<file path="src/rtl/atp_params.svh">
// atp_params.svh: offsets, bit positions, reset values of the timing pin block
// assumes: included by bare name from every file that needs it
`ifndef ATP_PARAMS_SVH
`define ATP_PARAMS_SVH

`define ATP_OFF_CTRL 8'h00
`define ATP_OFF_CMD 8'h04
`define ATP_OFF_SEL 8'h08
`define ATP_OFF_PFI_OE 8'h0C
`define ATP_OFF_DIO_OUT 8'h10
`define ATP_OFF_DIO_OE 8'h14
`define ATP_OFF_STROBE 8'h18
`define ATP_OFF_CHAN 8'h1C
`define ATP_OFF_POST_CNT 8'h20
`define ATP_OFF_STATUS 8'h24

`define ATP_ADDR_W 8
`define ATP_HSIZE_WORD 3'h2

`define ATP_CTRL_PRETRIG 0
`define ATP_CTRL_SCAN_EN 1
`define ATP_CTRL_ATRIG 2
`define ATP_CTRL_START_EXT 3
`define ATP_CTRL_POST_EXT 4
`define ATP_CTRL_CONV_EXT 5
`define ATP_CTRL_W 6

`define ATP_CMD_GO 0
`define ATP_CMD_ABORT 1

`define ATP_SEL_W 4
`define ATP_SEL_START_LSB 0
`define ATP_SEL_POST_LSB 4
`define ATP_SEL_CONV_LSB 8

`define ATP_STROBE_LVL 0
`define ATP_STROBE_TOG 1

`define ATP_ST_DIO_LSB 10
`define ATP_ST_STATE_LSB 18

`define ATP_CTRL_RST 6'h00
`define ATP_SEL_RST 12'h000
`define ATP_OE_RST 1'b0
`define ATP_DIO_OUT_RST 8'h00
`define ATP_STROBE_RST 1'b1
`define ATP_CHAN_RST 8'h00
`define ATP_POST_CNT_RST 16'h0010

`endif

</file>
<file path="src/rtl/atp_pkg.sv">
// atp_pkg: types of the timing pin block
// assumes: nothing
package atp_pkg;
  typedef enum logic [2:0] {
    ATP_IDLE = 3'b001,
    ATP_PRE = 3'b010,
    ATP_POST = 3'b100
  } atp_state_t;
endpackage

</file>
<file path="src/rtl/atp_seq_if.sv">
// atp_seq_if: controls and markers between the top and the sequencer
// assumes: one sequencer end, one control end
`timescale 1ns/1ps
`default_nettype none
interface atp_seq_if #(
  parameter int CNT_W = 16
);
  logic go;
  logic abort;
  logic pretrig;
  logic scan_en;
  logic post_evt;
  logic conv_evt;
  logic [CNT_W-1:0] post_count;
  logic start_mk;
  logic post_mk;
  logic conv_n;
  logic scan;
  atp_pkg::atp_state_t state;
  modport seq(input go, abort, pretrig, scan_en, post_evt, conv_evt, post_count,
    output start_mk, post_mk, conv_n, scan, state);
  modport ctl(output go, abort, pretrig, scan_en, post_evt, conv_evt, post_count,
    input start_mk, post_mk, conv_n, scan, state);
endinterface
`default_nettype wire

</file>
<file path="src/rtl/atp_src_sel.sv">
// atp_src_sel: picks one function pin or an internal strobe as event source
// assumes: pins synchronous to clk
`timescale 1ns/1ps
`default_nettype none
module atp_src_sel #(
  parameter int N = 10,
  parameter int SW = 4
) (
  input wire logic clk,
  input wire logic rst_n,
  input wire logic ce,
  input wire logic [N-1:0] pins,
  input wire logic [SW-1:0] sel,
  input wire logic use_ext,
  input wire logic int_evt,
  output logic evt
);
  logic lvl;
  logic prev_reg;
  // any pin, shared freely between selectors
  assign lvl = (int'(sel) < N) ? pins[sel] : 1'b0;
  assign evt = use_ext ? (lvl & ~prev_reg) : int_evt;
  always_ff @(posedge clk or negedge rst_n) begin
    if (!rst_n) begin
      prev_reg <= 1'b0;
    end else if (ce) begin
      prev_reg <= lvl;
    end
  end
endmodule
`default_nettype wire

</file>
<file path="src/rtl/atp_seq.sv">
// atp_seq: acquisition sequencer driving start, posttrigger, convert, scan
// assumes: events are one-cycle pulses on clk
`timescale 1ns/1ps
`default_nettype none
module atp_seq #(
  parameter int CNT_W = 16
) (
  input wire logic clk,
  input wire logic rst_n,
  input wire logic ce,
  atp_seq_if.seq s
);
  atp_pkg::atp_state_t state_reg;
  atp_pkg::atp_state_t state_next;
  logic [CNT_W-1:0] cnt_reg;
  logic start_mk_reg;
  logic post_mk_reg;
  logic conv_n_reg;
  logic scan_reg;
  logic active;
  logic last_conv;

  assign active = (state_reg != atp_pkg::ATP_IDLE);
  assign last_conv = (CNT_W'(cnt_reg + 1'b1) >= s.post_count);

  always_comb begin
    state_next = state_reg;
    case (state_reg)
      atp_pkg::ATP_IDLE: begin
        if (s.go) begin
          state_next = s.pretrig ? atp_pkg::ATP_PRE : atp_pkg::ATP_POST;
        end
      end
      atp_pkg::ATP_PRE: begin
        if (s.abort) begin
          state_next = atp_pkg::ATP_IDLE;
        end else if (s.post_evt) begin
          state_next = atp_pkg::ATP_POST;
        end
      end
      atp_pkg::ATP_POST: begin
        if (s.abort || (s.conv_evt && last_conv)) begin
          state_next = atp_pkg::ATP_IDLE;
        end
      end
      default: state_next = atp_pkg::ATP_IDLE;
    endcase
  end

  always_ff @(posedge clk or negedge rst_n) begin
    if (!rst_n) begin
      state_reg <= atp_pkg::ATP_IDLE;
      cnt_reg <= '0;
      start_mk_reg <= 1'b0;
      post_mk_reg <= 1'b0;
      conv_n_reg <= 1'b1;
      scan_reg <= 1'b0;
    end else if (ce) begin
      state_reg <= state_next;
      if (state_reg != atp_pkg::ATP_POST) begin
        cnt_reg <= '0;
      end else if (s.conv_evt) begin
        cnt_reg <= CNT_W'(cnt_reg + 1'b1);
      end
      // rises on entering pre or post phase
      start_mk_reg <= (state_next != atp_pkg::ATP_IDLE);
      // only a pre to post step raises it
      if (state_next == atp_pkg::ATP_IDLE) begin
        post_mk_reg <= 1'b0;
      end else if (state_reg == atp_pkg::ATP_PRE && state_next == atp_pkg::ATP_POST) begin
        post_mk_reg <= 1'b1;
      end
      conv_n_reg <= ~(s.conv_evt & active);
      // one pulse right after each conversion
      scan_reg <= s.scan_en & ~conv_n_reg;
    end
  end

  assign s.state = state_reg;
  assign s.start_mk = start_mk_reg;
  assign s.post_mk = post_mk_reg;
  assign s.conv_n = conv_n_reg;
  assign s.scan = scan_reg;

  a_scan_per_conv: assert property (@(posedge clk) disable iff (!rst_n || !ce)
    !conv_n_reg |=> scan_reg == $past(s.scan_en))
    else $error("scan pulse missing after conversion");
  a_scan_cause: assert property (@(posedge clk) disable iff (!rst_n || !ce)
    $rose(scan_reg) |-> $past(!conv_n_reg))
    else $error("scan pulse without conversion");
  a_post_only_start: assert property (@(posedge clk) disable iff (!rst_n || !ce)
    state_reg == atp_pkg::ATP_IDLE && s.go && !s.pretrig |=> start_mk_reg && state_reg == atp_pkg::ATP_POST)
    else $error("start marker not raised");
  a_pre_start: assert property (@(posedge clk) disable iff (!rst_n || !ce)
    state_reg == atp_pkg::ATP_IDLE && s.go && s.pretrig |=> start_mk_reg && !post_mk_reg)
    else $error("pretrigger start wrong");
  a_post_marker: assert property (@(posedge clk) disable iff (!rst_n || !ce)
    state_reg == atp_pkg::ATP_PRE && s.post_evt && !s.abort |=> $rose(post_mk_reg))
    else $error("posttrigger marker not raised");
  a_post_quiet: assert property (@(posedge clk) disable iff (!rst_n || !ce)
    $rose(post_mk_reg) |-> $past(state_reg) == atp_pkg::ATP_PRE)
    else $error("posttrigger marker outside pretrigger");
  a_conv_edge: assert property (@(posedge clk) disable iff (!rst_n || !ce)
    s.conv_evt && active |=> !conv_n_reg)
    else $error("conversion marker missing");
  c_pretrig_run: cover property (@(posedge clk) disable iff (!rst_n) $rose(post_mk_reg));
  c_scan: cover property (@(posedge clk) disable iff (!rst_n) $rose(scan_reg));
endmodule
`default_nettype wire

</file>
<file path="src/rtl/atp_top.sv">
// atp_top: connector timing pins, markers, strobe and general io lines
// assumes: AHB-Lite single word transfers, pins synchronous to hclk
// Functional notes
// - one scan pulse per conversion
// - scan pulse rise marks input release
// - software sets or toggles strobe level
// - pin 0 feeds functions or analog trigger
// - posttrigger run raises start marker
// - pretrigger run raises start marker
// - pretrigger run raises posttrigger marker later
// - posttrigger marker idle in posttrigger-only runs
// - conversion marker falls per conversion
// - io lines 6, 7 give counter direction
// - channel pairs differential or two single-ended
// - any timing signal selects any pin; here only input events do, markers fixed on pins 0..2
// - each function pin has driver enable
// - io lines released after reset
//
// The implementer's own choices: register access over AHB-Lite and the register offsets.
`timescale 1ns/1ps
`default_nettype none
`include "atp_params.svh"
module atp_top #(
  parameter int PFI_N = 10,
  parameter int DIO_N = 8,
  parameter int PAIR_N = 8,
  parameter int CNT_W = 16
) (
  input wire logic hclk,
  input wire logic hresetn,
  input wire logic ce,
  input wire logic hsel,
  input wire logic [31:0] haddr,
  input wire logic [1:0] htrans,
  input wire logic hwrite,
  input wire logic [2:0] hsize,
  input wire logic hready,
  input wire logic [31:0] hwdata,
  output logic [31:0] hrdata,
  output logic hreadyout,
  output logic hresp,
  input wire logic [PFI_N-1:0] programmable_function_pin_in,
  output logic [PFI_N-1:0] programmable_function_pin_out,
  output logic [PFI_N-1:0] programmable_function_pin_oe,
  input wire logic [PFI_N-4:0] timing_out_misc,
  input wire logic int_post_trigger,
  input wire logic int_convert,
  input wire logic [DIO_N-1:0] general_io_lines_in,
  output logic [DIO_N-1:0] general_io_lines_out,
  output logic [DIO_N-1:0] general_io_lines_oe,
  output logic [1:0] counter_up_down,
  output logic analog_trigger_in,
  output logic software_strobe_out_n,
  output logic scan_conversion_pulse,
  output logic conversion_marker_n,
  output logic acquisition_start_marker,
  output logic posttrigger_start_marker,
  output logic [PAIR_N-1:0] analog_channel_diff,
  output logic [2*PAIR_N-1:0] analog_channel_single_ended,
  output logic acquisition_busy
);
  // bus pipeline
  logic dp_wr_reg;
  logic dp_rd_reg;
  logic rd_done_reg;
  logic [`ATP_ADDR_W-1:0] dp_addr_reg;
  logic [31:0] hrdata_reg;
  logic [31:0] rd_mux;
  logic accept;
  logic wr_en;

  // registers
  logic [`ATP_CTRL_W-1:0] ctrl_reg;
  logic [3*`ATP_SEL_W-1:0] sel_reg;
  logic [PFI_N-1:0] pfi_oe_reg;
  logic [DIO_N-1:0] dio_out_reg;
  logic [DIO_N-1:0] dio_oe_reg;
  logic strobe_reg;
  logic strobe_next;
  logic [PAIR_N-1:0] chan_reg;
  logic [CNT_W-1:0] post_cnt_reg;

  // write strobes
  logic wr_ctrl;
  logic wr_cmd;
  logic wr_sel;
  logic wr_pfi_oe;
  logic wr_dio_out;
  logic wr_dio_oe;
  logic wr_strobe;
  logic wr_chan;
  logic wr_post_cnt;

  logic sw_go;
  logic sw_abort;

  atp_seq_if #(.CNT_W(CNT_W)) sq();

  // address phase taken only for word transfers
  assign accept = hsel & hready & htrans[1] & (hsize == `ATP_HSIZE_WORD);
  assign hreadyout = ce & (~dp_rd_reg | rd_done_reg);
  assign hresp = 1'b0;
  assign hrdata = hrdata_reg;
  assign wr_en = ce & dp_wr_reg;

  assign wr_ctrl = wr_en & (dp_addr_reg == `ATP_OFF_CTRL);
  assign wr_cmd = wr_en & (dp_addr_reg == `ATP_OFF_CMD);
  assign wr_sel = wr_en & (dp_addr_reg == `ATP_OFF_SEL);
  assign wr_pfi_oe = wr_en & (dp_addr_reg == `ATP_OFF_PFI_OE);
  assign wr_dio_out = wr_en & (dp_addr_reg == `ATP_OFF_DIO_OUT);
  assign wr_dio_oe = wr_en & (dp_addr_reg == `ATP_OFF_DIO_OE);
  assign wr_strobe = wr_en & (dp_addr_reg == `ATP_OFF_STROBE);
  assign wr_chan = wr_en & (dp_addr_reg == `ATP_OFF_CHAN);
  assign wr_post_cnt = wr_en & (dp_addr_reg == `ATP_OFF_POST_CNT);

  assign sw_go = wr_cmd & hwdata[`ATP_CMD_GO];
  assign sw_abort = wr_cmd & hwdata[`ATP_CMD_ABORT];

  // toggle bit wins over the level bit
  assign strobe_next = hwdata[`ATP_STROBE_TOG] ? ~strobe_reg : hwdata[`ATP_STROBE_LVL];

  always_comb begin
    rd_mux = 32'h0000_0000;
    if (dp_addr_reg == `ATP_OFF_CTRL) begin
      rd_mux[`ATP_CTRL_W-1:0] = ctrl_reg;
    end else if (dp_addr_reg == `ATP_OFF_SEL) begin
      rd_mux[3*`ATP_SEL_W-1:0] = sel_reg;
    end else if (dp_addr_reg == `ATP_OFF_PFI_OE) begin
      rd_mux[PFI_N-1:0] = pfi_oe_reg;
    end else if (dp_addr_reg == `ATP_OFF_DIO_OUT) begin
      rd_mux[DIO_N-1:0] = dio_out_reg;
    end else if (dp_addr_reg == `ATP_OFF_DIO_OE) begin
      rd_mux[DIO_N-1:0] = dio_oe_reg;
    end else if (dp_addr_reg == `ATP_OFF_STROBE) begin
      rd_mux[`ATP_STROBE_LVL] = strobe_reg;
    end else if (dp_addr_reg == `ATP_OFF_CHAN) begin
      rd_mux[PAIR_N-1:0] = chan_reg;
    end else if (dp_addr_reg == `ATP_OFF_POST_CNT) begin
      rd_mux[CNT_W-1:0] = post_cnt_reg;
    end else if (dp_addr_reg == `ATP_OFF_STATUS) begin
      rd_mux[PFI_N-1:0] = programmable_function_pin_in;
      rd_mux[`ATP_ST_DIO_LSB +: DIO_N] = general_io_lines_in;
      rd_mux[`ATP_ST_STATE_LSB +: 3] = sq.state;
    end
  end

  // reads take one wait state so a preceding write is seen
  always_ff @(posedge hclk or negedge hresetn) begin
    if (!hresetn) begin
      dp_wr_reg <= 1'b0;
      dp_rd_reg <= 1'b0;
      rd_done_reg <= 1'b0;
      dp_addr_reg <= '0;
      hrdata_reg <= 32'h0000_0000;
    end else if (ce) begin
      if (hreadyout) begin
        dp_wr_reg <= accept & hwrite;
        dp_rd_reg <= accept & ~hwrite;
        dp_addr_reg <= haddr[`ATP_ADDR_W-1:0];
        rd_done_reg <= 1'b0;
      end else if (dp_rd_reg) begin
        hrdata_reg <= rd_mux;
        rd_done_reg <= 1'b1;
      end
    end
  end

  always_ff @(posedge hclk or negedge hresetn) begin
    if (!hresetn) begin
      ctrl_reg <= `ATP_CTRL_RST;
      sel_reg <= `ATP_SEL_RST;
      pfi_oe_reg <= {PFI_N{`ATP_OE_RST}};
      dio_oe_reg <= {DIO_N{`ATP_OE_RST}};
      dio_out_reg <= `ATP_DIO_OUT_RST;
      strobe_reg <= `ATP_STROBE_RST;
      chan_reg <= `ATP_CHAN_RST;
      post_cnt_reg <= `ATP_POST_CNT_RST;
    end else begin
      if (wr_ctrl) begin
        ctrl_reg <= hwdata[`ATP_CTRL_W-1:0];
      end
      if (wr_sel) begin
        sel_reg <= hwdata[3*`ATP_SEL_W-1:0];
      end
      if (wr_pfi_oe) begin
        pfi_oe_reg <= hwdata[PFI_N-1:0];
      end
      if (wr_dio_oe) begin
        dio_oe_reg <= hwdata[DIO_N-1:0];
      end
      if (wr_dio_out) begin
        dio_out_reg <= hwdata[DIO_N-1:0];
      end
      if (wr_strobe) begin
        strobe_reg <= strobe_next;
      end
      if (wr_chan) begin
        chan_reg <= hwdata[PAIR_N-1:0];
      end
      if (wr_post_cnt) begin
        post_cnt_reg <= hwdata[CNT_W-1:0];
      end
    end
  end

  // event sources for the sequencer
  atp_src_sel #(.N(PFI_N), .SW(`ATP_SEL_W)) u_start_src (
    .clk(hclk),
    .rst_n(hresetn),
    .ce(ce),
    .pins(programmable_function_pin_in),
    .sel(sel_reg[`ATP_SEL_START_LSB +: `ATP_SEL_W]),
    .use_ext(ctrl_reg[`ATP_CTRL_START_EXT]),
    .int_evt(sw_go),
    .evt(sq.go)
  );
  atp_src_sel #(.N(PFI_N), .SW(`ATP_SEL_W)) u_post_src (
    .clk(hclk),
    .rst_n(hresetn),
    .ce(ce),
    .pins(programmable_function_pin_in),
    .sel(sel_reg[`ATP_SEL_POST_LSB +: `ATP_SEL_W]),
    .use_ext(ctrl_reg[`ATP_CTRL_POST_EXT]),
    .int_evt(int_post_trigger),
    .evt(sq.post_evt)
  );
  atp_src_sel #(.N(PFI_N), .SW(`ATP_SEL_W)) u_conv_src (
    .clk(hclk),
    .rst_n(hresetn),
    .ce(ce),
    .pins(programmable_function_pin_in),
    .sel(sel_reg[`ATP_SEL_CONV_LSB +: `ATP_SEL_W]),
    .use_ext(ctrl_reg[`ATP_CTRL_CONV_EXT]),
    .int_evt(int_convert),
    .evt(sq.conv_evt)
  );

  assign sq.abort = sw_abort;
  assign sq.pretrig = ctrl_reg[`ATP_CTRL_PRETRIG];
  assign sq.scan_en = ctrl_reg[`ATP_CTRL_SCAN_EN];
  assign sq.post_count = post_cnt_reg;

  atp_seq #(.CNT_W(CNT_W)) u_seq (
    .clk(hclk),
    .rst_n(hresetn),
    .ce(ce),
    .s(sq.seq)
  );

  // pins 0..2 carry the markers, the rest their own timing signals
  assign programmable_function_pin_out = {timing_out_misc, sq.conv_n, sq.post_mk, sq.start_mk};
  assign programmable_function_pin_oe = pfi_oe_reg;
  assign acquisition_start_marker = sq.start_mk;
  assign posttrigger_start_marker = sq.post_mk;
  assign conversion_marker_n = sq.conv_n;
  assign scan_conversion_pulse = sq.scan;
  assign acquisition_busy = (sq.state != atp_pkg::ATP_IDLE);

  // pin 0 level also drives the analog trigger path
  assign analog_trigger_in = ctrl_reg[`ATP_CTRL_ATRIG] & programmable_function_pin_in[0];
  assign software_strobe_out_n = strobe_reg;
  assign general_io_lines_out = dio_out_reg;
  assign general_io_lines_oe = dio_oe_reg;
  // direction inputs only, io lines unaffected
  assign counter_up_down = general_io_lines_in[7:6];

  // pair i with i+PAIR_N
  generate
    for (genvar i = 0; i < PAIR_N; i++) begin : g_pair
      assign analog_channel_diff[i] = chan_reg[i];
      assign analog_channel_single_ended[i] = ~chan_reg[i];
      assign analog_channel_single_ended[i+PAIR_N] = ~chan_reg[i];
    end
  endgenerate

  a_strobe_toggle: assert property (@(posedge hclk) disable iff (!hresetn)
    wr_strobe && hwdata[`ATP_STROBE_TOG] |=> software_strobe_out_n == !$past(software_strobe_out_n))
    else $error("strobe did not toggle");
  a_pin_drv_write: assert property (@(posedge hclk) disable iff (!hresetn)
    wr_pfi_oe |=> programmable_function_pin_oe == $past(hwdata[PFI_N-1:0]))
    else $error("pin driver enable not written");
  a_drv_off_reset: assert property (@(posedge hclk) disable iff (!hresetn)
    $rose(hresetn) |-> programmable_function_pin_oe == '0)
    else $error("pin drivers on after reset");
  a_io_hiz_reset: assert property (@(posedge hclk) disable iff (!hresetn)
    $rose(hresetn) |-> general_io_lines_oe == '0)
    else $error("io lines driven after reset");
  a_pair_map: assert property (@(posedge hclk) disable iff (!hresetn)
    wr_chan |=> analog_channel_single_ended[PAIR_N] == !$past(hwdata[0]))
    else $error("channel pair map wrong");
  c_strobe: cover property (@(posedge hclk) disable iff (!hresetn) wr_strobe);
  c_read_status: cover property (@(posedge hclk) disable iff (!hresetn)
    dp_rd_reg && dp_addr_reg == `ATP_OFF_STATUS && hreadyout);
endmodule
`default_nettype wire

</file>
<file path="config.mk">
export PLATFORM = sky130hd
export DESIGN_NAME = atp_top
export DESIGN_NICKNAME = d
export VERILOG_FILES = /design/src/rtl/atp_pkg.sv /design/src/rtl/atp_seq_if.sv /design/src/rtl/atp_src_sel.sv /design/src/rtl/atp_seq.sv /design/src/rtl/atp_top.sv
export VERILOG_INCLUDE_DIRS = /design/src /design/src/rtl
export SDC_FILE = /design/constraint.sdc
export NUM_CORES = 1
export LEC_CHECK = 0
export BUFFER_PORTS_ARGS = -buffer_cell sky130_fd_sc_hd__buf_2
export CORE_MARGIN = 3
export CORE_UTILIZATION = 50
export DETAILED_ROUTE_END_ITERATION = 6
export PLACE_DENSITY = 0.77
export SLEW_MARGIN = 20
export SYNTH_ARGS = -nofsm -noshare
export SYNTH_HDL_FRONTEND = slang
export SYNTH_HIERARCHICAL = 1
export SYNTH_SLANG_ARGS = --single-unit
</file>
<file path="constraint.sdc">
create_clock -name hclk -period 8.4 [get_ports hclk]
set_clock_uncertainty 0.2 [all_clocks]
set_input_delay 0.42 -clock hclk [delete_from_list [all_inputs] [get_ports hclk]]
set_output_delay 0.42 -clock hclk [all_outputs]
set_load 0.005 [all_outputs]
</file>
==> results.py <==
metrics = {
    "outcome": {
        "status": "complete, no violations",
    },
    "drt": {
        "routed_via_density": 6.068,
        "drt_iter0_drc": 673,
        "route.detailed.wl_per_inst_um": 19.79,
        "firstDrtPassIters": 5,
        "top_layer": "met4",
        "met2WireLength_um": 9303,
        "wl_met3_um": 1458,
        "met1_length_um": 8520,
        "vias": 6098,
        "drt-total-wl_um": 19890,
        "ant_nets": 0,
        "drc": 0,
    },
    "timing": {
        "hold_violations": 0,
        "worstMarginPinSlew_ps": 886.2,
        "slew_headroom_pct": 40.43,
        "grt_setup_unrepaired": "no",
        "setup_viol": 0,
        "fin_crit_ps": 3665,
        "tns_ps": 0,
        "max_clock_freq_mhz": 272.8,
        "slew_violations": 0,
        "min_period_over_period_pct": 43.64,
    },
    "die": {
        "die-area_um2": 16170,
        "rows": 43,
        "die_height_um": 127.1,
        "io_pins": 205,
        "start_util_pct": 52.06,
        "coreArea_um2": 14100,
        "fp.dieW_um": 127.1,
    },
    "layout": {
        "drive_gt1_share_pct": 32.97,
        "fillers": 1133,
        "final_nets": 931,
        "n_antenna_cell": 0,
        "instances_no_fill": 1005,
        "areaGrowthSynthToFinish_pct": 16.81,
        "largest_reg_flops": 21,
    },
    "worst_setup_path": {
        "rrSetupSlack_ps": 4730,
        "start_kind": "register",
        "required_ps": 8510,
        "cp_max_fo": 9,
        "cp-end-kind": "register",
        "crit_type": "register to register",
        "regToRegStartpoint": "u_seq/cnt_reg[0]",
        "worstRegToRegCells": 12,
        "crit_arrival_ps": 3780,
        "r2r-end": "u_seq/s.state[2]",
    },
    "placement": {
        "io_buffers": 137,
        "dp_hpwl_um": 14200,
        "routabilityCongestion": 0.9228,
        "placedCellCount": 968,
    },
    "synth": {
        "synth-seq-cells": 127,
        "synth_area_um2": 7338,
        "avgSynthCellArea_um2": 10.45,
        "synth_flop_cell": "dfrtp_1",
        "synth_cell_types": 73,
        "async_reset_ff_share_pct": 100.0,
        "synthCells": 702,
        "synth_top_cell_area_share_pct": 41.94,
        "synth_warnings": 6,
        "synth_common_cells": "123 x dfrtp_1, 67 x mux2_2, 38 x nand2_1, 37 x o21ai_0",
        "synth_edf_count": 0,
        "yosysSeqAreaShare_pct": 43.38,
        "yosysTopAreaCell": "dfrtp_1",
        "synth.most_common_cell": "dfrtp_1",
        "synth_area_leaders": "dfrtp_1 42%, mux2_2 10%, buf_4 3.5%",
    },
    "clock_tree": {
        "clock_latency_ps": 430,
        "cts_tree": "yes",
        "cts_sinks": 127,
        "cts.clk_slew.worst_paths_ps": 60,
        "htree_levels": 4,
        "cts_buffers": 17,
        "cts_root_buffer": "clkbuf_16",
        "clk_path_buf_depth": 2,
    },
    "global_route": {
        "antenna_found_initial": 0,
        "grt_max_degree": 67,
        "grt_pass1_vias": 5747,
        "grt_overflow": 0,
        "grt_pass1_wl_um": 31080,
        "grt_usage_pct": 24.73,
    },
    "worst_hold_path": {
        "whs_endpoint": "dp_addr_reg[2]",
        "hp-start": "haddr[2]",
        "hold_path_class": "input pin to register",
        "hold-path-cell-count": 2,
    },
    "job": {
        "cap_viol_max_count": 0,
    },
    "power": {
        "power.density_nw_per_um2": 176.4,
        "leakage_nw": 4.060,
        "peakVddDrop_mv": 0.1514,
    },
}
[cell families after synthesis]
family / share of synthesized area [%]
AND/OR/NAND/NOR: 14.82
AO/OA/AOI/OAI: 13.52
flip-flops: 43.38
multiplexers: 16.18
buffers and inverters: 7.365
adder cells (fa/ha/maj): 2.898
XOR/XNOR: 1.790
other: 0.05110
[what timing repair did]
action / 4_1_cts / 5_1_grt
resized for setup: 0 / 0
hold buffers: 4 / 0
buffers inserted: 0 / 0
endpoints found under the hold margin: 62 / 0
[per-stage QoR]
stage | power, mW | hold slack, ps | instance area (um^2) | worst slack (ps) | util (%)
finish | 1.512 | 27.84 | 8572 | 4735 | 60.81
global route | 1.556 | 22.36 | 8572 | 4437 | 60.81
CTS | 1.514 | 16.94 | 8561 | 4786 | 60.73
detailed placement | 0.7745 | 268.6 | 7921 | 4842 | 56.20
global placement | 0.7731 | 263.7 | 7921 | 4922 | 56.20
floorplan | 0.7234 | -75.59 | 7380 | 5377 | -
[metal layers]
layer | up-vias | global-route usage [%]
met5 | - | 0
met4 | 0 | 11.29
met3 | 50 | 5.100
met2 | 289 | 37.83
met1 | 3016 | 34.05
li1 | 2743 | -
[cell type report]
class | instances | area, um^2 | area share (%)
clock inverters | 4 | 72.57 | 0.8466
multi-input cells | 484 | 3656 | 42.65
clock buffers | 28 | 526.8 | 6.145
inverters | 35 | 131.4 | 1.533
well taps | 180 | 225.2 | 2.627
repair buffers | 147 | 777.0 | 9.064
flip-flops and latches | 127 | 3183 | 37.13
[how the worst max path moves through the flow]
stage                     startpoint          endpoint  cells after the start
floorplan           u_seq/cnt_reg[0]  u_seq/s.state[2]                     11
finish              u_seq/cnt_reg[0]  u_seq/s.state[2]                     12
global route        u_seq/cnt_reg[0]  u_seq/s.state[2]                     12
global placement    u_seq/cnt_reg[0]  u_seq/s.state[2]                     12
detailed placement  u_seq/cnt_reg[0]  u_seq/s.state[2]                     12
CTS                 u_seq/cnt_reg[0]  u_seq/s.state[2]                     12
[where the power goes]
group / leakage, nW / total, mW / internal (mW) / switching (mW)
registers: 1.73 / 0.639 / 0.625 / 0.0148
logic: 2.04 / 0.128 / 0.0489 / 0.0796
clock network: 0.291 / 0.744 / 0.484 / 0.260
total: 4.06 / 1.51 / 1.16 / 0.355
[critical path, stage by stage (launching register included)]
cell and delay, ps:
dfrtp_1 450, ha_1 290, nand3_1 160, nor2_2 390, nand3_1 280, nor2_1 190, xnor2_1 130, ha_1 260
nand4_1 120, nor3_1 80, a2111oi_1 530, nand3_1 170, o311ai_0 290
[placed cells by master (no fill, tap or decap), types with 7 or more instances in the layout]
cell	instances
mux2i_1	20
nor2_1	29
a22oi_1	7
nand3b_1	9
o31ai_1	13
clkbuf_16	17
nand3_1	17
or4_1	9
o21ai_0	37
inv_1	34
a22o_1	9
nor3_1	9
mux2_4	8
conb_1	12
xnor2_1	12
nor2b_1	9
nand2_1	38
a21oi_1	33
ha_1	17
nand2b_1	13
and3_1	8
dfrtp_1	123
mux2_2	67
buf_2	136
a31oi_1	8
No activity file was read; power rests on OpenSTA's default activity.
